<file path="src/pkg/cwo_regs.svh">
// Constants for the configuration word and oscillator setup block
`ifndef CWO_REGS_SVH
`define CWO_REGS_SVH
// ==========================================================
// Configuration word layout
`define CWO_CFG_W          12
`define CWO_CFG_IMPL_W     5
`define CWO_BIT_RST_FUNC   4
`define CWO_BIT_CP_N       3
`define CWO_BIT_WDT_EN     2
`define CWO_BIT_PULLUP_N   1
`define CWO_BIT_FREQ_SEL   0
`define CWO_CFG_ERASED     12'h01F
// ==========================================================
// Oscillator trim register
`define CWO_TRIM_ADDR      8'h05
`define CWO_TRIM_RESET     8'hFE
// ==========================================================
// Program memory
`define CWO_PC_W           8
`define CWO_PC_LAST        8'hFF
`define CWO_PC_START       8'h00
`define CWO_LOAD_OP        4'hC
// ==========================================================
// Timing
`define CWO_CLK_HZ         125000000
`define CWO_DRT_NS         1125000
`define CWO_DRT_W          18
// Divider ticks for 4 and 8 MHz at 125 MHz clock
`define CWO_DIV_4M         8'd31
`define CWO_DIV_8M         8'd16
`define CWO_WDT_DIV        16'd4095
`define CWO_WDT_W          16
`endif

</file>
<file path="src/pkg/cwo_pkg.sv">
// Types shared by the configuration word and oscillator setup block
package cwo_pkg;
   typedef struct packed {
      logic       reset_pin_function_select;
      logic       code_protect_n;
      logic       watchdog_enable;
      logic       reset_pin_pullup_n;
      logic       osc_freq_select;
   } cwo_cfg_type;

   typedef struct packed {
      logic       wr;
      logic [11:0] data;
   } cwo_prog_type;

   typedef enum logic [3:0] {
      CWO_ST_POR  = 4'h1,
      CWO_ST_DRT  = 4'h2,
      CWO_ST_VEC  = 4'h4,
      CWO_ST_RUN  = 4'h8
   } cwo_state_type;
endpackage : cwo_pkg

</file>
<file path="src/rtl/cwo_wdt.sv">
// Watchdog timer on its own free running tick
`timescale 1ns/100ps
`include "cwo_regs.svh"
module cwo_wdt (
   input  wire logic clk,
   input  wire logic sys_rst,
   input  wire logic enable,
   input  wire logic clear,
   output logic      timeout
);
   logic [`CWO_WDT_W-1:0] rc_div;
   logic                  rc_tick;
   logic [7:0]            count;

   // ==========================================================
   // Dedicated RC tick, not derived from the system clock select
   always_ff @(posedge clk or posedge sys_rst) begin
      if (sys_rst) begin
         rc_div <= '0;
         rc_tick <= 1'b0;
      end else begin
         rc_tick <= (rc_div == `CWO_WDT_DIV);
         rc_div <= (rc_div == `CWO_WDT_DIV) ? '0 : rc_div + 1'b1;
      end
   end

   // ==========================================================
   // Counter
   always_ff @(posedge clk or posedge sys_rst) begin
      if (sys_rst) begin
         count <= '0;
         timeout <= 1'b0;
      end else if (!enable || clear) begin
         count <= '0;
         timeout <= 1'b0;
      end else begin
         timeout <= rc_tick && (count == 8'hFF);
         if (rc_tick) begin
            count <= count + 8'h01;
         end
      end
   end
endmodule : cwo_wdt

</file>
<file path="src/rtl/cwo_core.sv">
// Configuration word, reset sequencing and oscillator trim
//
// The implementer's own choices: the address map and strobed register access.
`timescale 1ns/100ps
`include "cwo_regs.svh"
// How it works
// - Twelve-bit word, bits eleven to five zero
// - Bit four picks master clear or I/O
// - Bit three low turns code protection on
// - Bit two alone enables the watchdog
// - Watchdog runs from its own tick
// - Bit one low enables pull-up, if master clear
// - Bit zero selects 8 or 4 MHz
// - Program cannot read or write the word
// - Internal oscillator is the only clock source
// - Reset starts at last address, loads literal
// - Calibration word always readable
// - Writing trim register at 05h trims oscillator
// - Reset timer delays only on power-up
// - Pin change or watchdog wakes from sleep
module cwo_core (
   input  wire logic         clk,
   input  wire logic         sys_rst,
   input  wire logic         power_up,
   input  wire logic         prog_mode,
   input  wire logic         prog_wr,
   input  wire logic [11:0]  prog_wdata,
   output logic [11:0]       prog_rdata,
   input  wire logic         prog_rd_cal,
   output logic [7:0]        prog_cal_rdata,
   input  wire logic [7:0]   cal_value,
   input  wire logic [7:0]   addr,
   input  wire logic [7:0]   wdata,
   input  wire logic         wr,
   input  wire logic         rd,
   output logic [7:0]        rdata,
   input  wire logic [7:0]   prog_mem_addr,
   output logic [7:0]        prog_mem_fetch_ok,
   input  wire logic         pin_in,
   output logic              pin_out,
   output logic              pin_oe,
   input  wire logic         pin_drive,
   input  wire logic         pin_drive_en,
   input  wire logic         master_clear_input_n,
   input  wire logic         sleep_req,
   input  wire logic         wdt_clear,
   input  wire logic [3:0]   pin_states,
   output logic              cpu_reset,
   output logic              sleeping,
   output logic              wake,
   output logic              wdt_reset,
   output logic [7:0]        pc,
   output logic [7:0]        working,
   output logic [7:0]        osc_trim_register,
   output logic              osc_tick,
   output logic              reset_pin_pullup_on,
   output logic              code_protected,
   output logic              watchdog_running,
   output logic              internal_oscillator_mode
);
   localparam longint DRT_CYC_L = (longint'(`CWO_DRT_NS) * `CWO_CLK_HZ) / 1000000000;
   parameter int unsigned DRT_CYCLES = int'(DRT_CYC_L);

   logic [11:0]             nv_word;
   cwo_pkg::cwo_cfg_type    cfg;
   cwo_pkg::cwo_state_type  state;
   logic [`CWO_DRT_W-1:0]   drt_cnt;
   logic                    por_pending;
   logic [7:0]              osc_div;
   logic [3:0]              pin_last;
   logic                    wdt_timeout;
   logic                    master_clear_input_active;
   logic                    osc_wrap;

   function automatic logic [7:0] cwo_div_end(input logic sel);
      cwo_div_end = sel ? `CWO_DIV_8M : `CWO_DIV_4M;
   endfunction : cwo_div_end

   // ==========================================================
   // Non-volatile word, external programming path only
   always_ff @(posedge clk or posedge sys_rst) begin
      if (sys_rst) begin
         nv_word <= `CWO_CFG_ERASED;
      end else if (prog_mode && prog_wr) begin
         nv_word <= {7'h00, prog_wdata[`CWO_CFG_IMPL_W-1:0]};
      end
   end
   assign prog_rdata = prog_mode ? nv_word : 12'h000;
   // Calibration value stays readable whatever the protection bit says
   assign prog_cal_rdata = prog_mode ? cal_value : 8'h00;

   // ==========================================================
   // Latch the word while held in reset
   always_ff @(posedge clk or posedge sys_rst) begin
      if (sys_rst) begin
         cfg <= '0;
      end else if (state != cwo_pkg::CWO_ST_RUN) begin
         cfg <= nv_word[`CWO_CFG_IMPL_W-1:0];
      end
   end

   assign master_clear_input_active = cfg.reset_pin_function_select && !master_clear_input_n;
   assign pin_oe = !cfg.reset_pin_function_select && pin_drive_en;
   assign pin_out = pin_drive;
   assign reset_pin_pullup_on = cfg.reset_pin_function_select
                                && !cfg.reset_pin_pullup_n;
   assign code_protected = !cfg.code_protect_n;
   assign watchdog_running = cfg.watchdog_enable;
   assign internal_oscillator_mode = 1'b1;
   // Last word is always fetchable; others blocked to the programmer when protected
   assign prog_mem_fetch_ok = (!prog_mode || cfg.code_protect_n
                               || prog_mem_addr == `CWO_PC_LAST) ? 8'h01 : 8'h00;

   // ==========================================================
   // Reset sequencing
   always_ff @(posedge clk or posedge sys_rst) begin
      if (sys_rst) begin
         state <= cwo_pkg::CWO_ST_POR;
         drt_cnt <= '0;
         por_pending <= 1'b1;
      end else begin
         case (state)
            cwo_pkg::CWO_ST_POR: begin
               drt_cnt <= '0;
               if (!master_clear_input_active && !power_up) begin
                  state <= por_pending ? cwo_pkg::CWO_ST_DRT : cwo_pkg::CWO_ST_VEC;
               end
            end
            cwo_pkg::CWO_ST_DRT: begin
               if (master_clear_input_active) begin
                  state <= cwo_pkg::CWO_ST_POR;
               end else if (drt_cnt == `CWO_DRT_W'(DRT_CYCLES - 1)) begin
                  por_pending <= 1'b0;
                  state <= cwo_pkg::CWO_ST_VEC;
               end else begin
                  drt_cnt <= drt_cnt + 1'b1;
               end
            end
            cwo_pkg::CWO_ST_VEC: begin
               state <= cwo_pkg::CWO_ST_RUN;
            end
            cwo_pkg::CWO_ST_RUN: begin
               if (master_clear_input_active || wdt_reset) begin
                  state <= cwo_pkg::CWO_ST_POR;
               end
            end
            default: begin
               state <= cwo_pkg::CWO_ST_POR;
            end
         endcase
      end
   end
   assign cpu_reset = (state != cwo_pkg::CWO_ST_RUN);

   // ==========================================================
   // Reset vector: execute the load literal, then wrap to zero
   always_ff @(posedge clk or posedge sys_rst) begin
      if (sys_rst) begin
         pc <= `CWO_PC_LAST;
         working <= '0;
      end else if (state == cwo_pkg::CWO_ST_VEC) begin
         working <= cal_value;
         pc <= `CWO_PC_START;
      end else if (state != cwo_pkg::CWO_ST_RUN) begin
         pc <= `CWO_PC_LAST;
      end else if (!sleeping) begin
         pc <= pc + 8'h01;
      end
   end

   // ==========================================================
   // Trim register, unchanged by later resets
   always_ff @(posedge clk or posedge sys_rst) begin
      if (sys_rst) begin
         osc_trim_register <= `CWO_TRIM_RESET;
      end else if (wr && state == cwo_pkg::CWO_ST_RUN && addr == `CWO_TRIM_ADDR) begin
         osc_trim_register <= wdata;
      end
   end
   always_ff @(posedge clk or posedge sys_rst) begin
      if (sys_rst) begin
         rdata <= '0;
      end else begin
         // The configuration word has no data address here
         rdata <= (rd && addr == `CWO_TRIM_ADDR) ? osc_trim_register : 8'h00;
      end
   end

   // ==========================================================
   // Instruction clock enable; trim nudges the divide end
   // Wrap one count early so the period is exactly the divide end, one cycle tick
   assign osc_wrap = (osc_div >= cwo_div_end(cfg.osc_freq_select)
                      + {7'h00, osc_trim_register[7]} - 8'h01);
   always_ff @(posedge clk or posedge sys_rst) begin
      if (sys_rst) begin
         osc_div <= '0;
         osc_tick <= 1'b0;
      end else begin
         osc_tick <= osc_wrap;
         osc_div <= osc_wrap ? 8'h00 : osc_div + 8'h01;
      end
   end

   // ==========================================================
   // Sleep and wake
   cwo_wdt u_wdt (
      .clk     (clk),
      .sys_rst (sys_rst),
      .enable  (cfg.watchdog_enable && state == cwo_pkg::CWO_ST_RUN),
      .clear   (wdt_clear),
      .timeout (wdt_timeout)
   );
   assign wdt_reset = wdt_timeout && !sleeping;

   always_ff @(posedge clk or posedge sys_rst) begin
      if (sys_rst) begin
         sleeping <= 1'b0;
         wake <= 1'b0;
         pin_last <= '0;
      end else begin
         pin_last <= pin_states;
         wake <= 1'b0;
         if (state != cwo_pkg::CWO_ST_RUN) begin
            sleeping <= 1'b0;
         end else if (sleeping && (pin_states != pin_last || wdt_timeout)) begin
            sleeping <= 1'b0;
            wake <= 1'b1;
         end else if (sleep_req) begin
            sleeping <= 1'b1;
         end
      end
   end
endmodule : cwo_core

</file>
<file path="config.mk">
export PLATFORM = sky130hd
export DESIGN_NAME = cwo_core
export DESIGN_NICKNAME = d
export VERILOG_FILES = /design/src/pkg/cwo_pkg.sv /design/src/rtl/cwo_wdt.sv /design/src/rtl/cwo_core.sv
export VERILOG_INCLUDE_DIRS = /design/src /design/src/pkg
export SDC_FILE = /design/constraint.sdc
export NUM_CORES = 1
export LEC_CHECK = 0
export BUFFER_PORTS_ARGS = -buffer_cell sky130_fd_sc_hd__clkbuf_2
export CORE_UTILIZATION = 48
export CTS_CLUSTER_SIZE = 20
export DETAILED_ROUTE_END_ITERATION = 6
export GPL_TIMING_DRIVEN = 1
export PLACE_DENSITY = 0.82
export SYNTH_ARGS = -nofsm -noshare
export SYNTH_HDL_FRONTEND = slang
export SYNTH_HIERARCHICAL = 1
export SYNTH_SLANG_ARGS = --single-unit
</file>
<file path="constraint.sdc">
create_clock -name clk -period 3.4 [get_ports clk]
set_clock_uncertainty 0.05 [all_clocks]
set_input_delay 0.68 -clock clk [delete_from_list [all_inputs] [get_ports clk]]
set_output_delay 0.68 -clock clk [all_outputs]
set_load 0.01 [all_outputs]
</file>
==> impl_metrics.ini <==
[floorplanning]
num_rows = 37
core_um2 = 10500
pin_count = 133
die_h_um = 107
die_w_um = 107
initial_utilization = 0.501
dieArea_um2 = 11400

[yosys]
synthCells = 514
ys_seq_elements = 106
synth_flop_cell = dfrtp_1
avgSynthCellArea_um2 = 10.2
seq_area_frac_synth = 0.511
yosys_warnings = 6
synthArstFlopShare = 1.00
synth_edf_count = 0
synth_area_um2 = 5250
synth_cell_types = 57

[setup_path]
r2r_cells = 5
endpoint_kind = output port
setup.worst_path.end = cpu_reset
rr_startpoint = drt_cnt[5]
startpoint_type = flop
r2r_slack_ns = 1.16
arrival_ns = 1.66
critical_path_peak_fanout = 8
cp.required_ns = 2.67
r2r_end = drt_cnt[15]
crit_type = flop to output port
crit_start = state[1]

[layout]
nets = 697
antenna_cells = 0
areaGrowthSynthToFinish_pct = 16.2
seqCellArea_um2 = 2680
multi_input_area_um2 = 2360
fillers = 908
final_cells = 764
final_layout_size_suffix_gt1_frac = 0.287

[routing]
dr.pass1.iters = 5
routed_wl_um = 11500
drtIter0Drc = 284
ant_nets = 0
vias = 4250
vias_per_cell = 5.56
route.detailed.drc = 0
wl_per_cell_um = 15.0

[placed_design]
hpwlAfterDp_um = 8350
dp_cells = 748
gp_congestion = 0.826
port_buffers = 106

[power_and_ir_drop]
p_sw_frac = 0.246
pwr-share-seq = 0.551
leakage_nw = 2.84
power.switching_mw = 0.629
combPwrFrac = 0.105
internal_power_mw = 1.92
power.clock.fraction = 0.344
power.density_nw_per_um2 = 418
ir_worst_vdd_uv = 279

[global_route]
grt_overflow = 0
grt_usage = 0.212
antenna_found_initial = 0
first_global_vias = 4060
grt_max_degree = 46
grt_pass1_wl_um = 18900

[worst_hold_path]
worstHoldPathType = primary input to async pin

[cts]
cts_tree = built
htreeDepth = 3
cts_resized = 0
clk_latency_ns = 0.37
cts-root-buf = clkbuf_8
postCtsHoldBufs = 0
numCtsBuffers = 9
post_cts_buffers = 0
clock_sinks = 106
cts.path.max_buffers = 2
clkTransAtPathRegs_ns = 0.10

[status]
status = complete, no violations

[sta]
drv_slew = 0
tns_ns = 0
finalCritPeriodShare = 0.703
min_period_ns = 2.39
finalSetupViolCount = 0
tightest_slew_ns = 0.969
fmax_ghz = 0.418
final_hold_viol_count = 0
grt_setup_unrepaired = false
relSlewSlack = 0.348

[run]
drv_cap = 0
==> logic make-up (layout without fill, tap and decap cells) <==
| kind of cell | count (synthesis) | in the layout | synth area share |
|---|---|---|---|
| AND/OR/NAND/NOR | 214 | 214 | 0.223 |
| buffers and inverters | 49 | 148 | 0.0508 |
| AO/OA/AOI/OAI | 92 | 92 | 0.113 |
| flip-flops | 106 | 106 | 0.511 |
| multiplexers | 16 | 16 | 0.0346 |
| other | 2 | 17 | 0.00143 |
| XOR/XNOR | 23 | 23 | 0.0384 |
| adder cells (fa/ha/maj) | 12 | 12 | 0.0286 |
==> layout by cell type, fill, tap and decap left out, drive strengths merged, types with 14 or more instances in the layout <==
master  instances
nand3          17
xnor2          15
dfrtp          84
clkbuf        118
conb           17
inv            17
dfstp          22
a31oi          14
mux2           14
o21ai          34
and2           26
nand2          63
nor2           39
==> state kept, by name, summed over array words and instances (netlist names), 4 cells and up <==
| name | flops |
|---|---|
| drt_cnt | 18 |
| u_wdt/rc_div | 16 |
| osc_div | 8 |
| osc_trim_register | 8 |
| pc | 8 |
| rdata | 8 |
| u_wdt/count | 8 |
| working | 8 |
| nv_word | 5 |
| cfg | 4 |
| pin_last | 4 |
| state | 4 |
==> critical path: stages (launching register included) <==
cell and delay, ns:
dfrtp_1 0.48, nor4b_4 0.39, inv_1 0.24, clkbuf_2 0.18
==> synthesized netlist by cell type (all sizes together), types with 4 or more instances <==
| master | count | area, µm² |
|---|---|---|
| dfrtp | 84 | 2100 |
| nand2 | 63 | 239 |
| nor2 | 39 | 178 |
| o21ai | 34 | 181 |
| and2 | 26 | 163 |
| dfstp | 22 | 578 |
| buf | 20 | 158 |
| inv | 17 | 63.8 |
| nand3 | 17 | 85.1 |
| xnor2 | 15 | 131 |
| a31oi | 14 | 87.6 |
| mux2 | 14 | 161 |
| nand4 | 13 | 96.3 |
| clkbuf | 12 | 45.0 |
| ha | 12 | 150 |
| a21oi | 10 | 50.1 |
| nor3 | 9 | 50.1 |
| o31ai | 9 | 67.6 |
| and3 | 8 | 50.1 |
| xor2 | 8 | 70.1 |
| a21o | 7 | 52.6 |
| nand2b | 6 | 37.5 |
| nor2b | 5 | 31.3 |
| nor4 | 5 | 37.5 |
| nor4b | 5 | 65.1 |
| or3 | 5 | 31.3 |
| a41oi | 4 | 35.0 |
| o41ai | 4 | 35.0 |
==> routing by layer <==
layer | routed length [µm] | track usage | vias to the layer above
met1 | 4670 | 0.260 | 2089
met3 | 562 | 0.0472 | 32
met2 | 5960 | 0.355 | 146
met4 | 273 | 0.0978 | 0
met5 | 0 | 0 | -
li1 | - | - | 1983
==> power by group through the flow <==
stage | registers [mW] | logic (mW) | clock network, mW
6_report | 1.41 | 0.269 | 0.878
3_3_place_gp | 1.42 | 0.260 | 0
2_1_floorplan | 1.43 | 0.151 | 0
5_1_grt | 1.42 | 0.302 | 0.944
4_1_cts | 1.40 | 0.272 | 0.900
3_5_place_dp | 1.43 | 0.270 | 0
==> worst min path at each step <==
stage,from,endpoint,slack (ns),depth (start not counted)
3_3_place_gp,working[7],working[7],0.41,2
3_5_place_dp,working[4],working[4],0.42,2
6_report,sys_rst,pin_last[0],0.36,2
2_1_floorplan,cfg[1],cfg[1],0.39,2
4_1_cts,pin_states[1],pin_last[1],0.36,1
5_1_grt,pin_states[1],pin_last[1],0.36,1
==> stage by stage <==
step           setup WS, ns  power, mW  hold WS [ns]  area (µm²)   util
2_1_floorplan         0.655       1.58         0.389        5300      -
3_3_place_gp           1.06       1.68         0.409        5870  0.561
3_5_place_dp           1.01       1.70         0.416        5870  0.561
4_1_cts               0.986       2.58         0.362        6100  0.583
5_1_grt               0.911       2.66         0.361        6100  0.583
6_report               1.01       2.55         0.359        6100  0.583
==> layout make-up <==
cell class	instances	area share
Clock inverter	4	0.0121
Timing Repair Buffer	115	0.0981
Clock buffer	12	0.0254
Multi-Input combinational cell	374	0.386
Tap cell	136	0.0279
Sequential cell	106	0.439
Inverter	17	0.0107
Power figures use the tool's default switching activity.
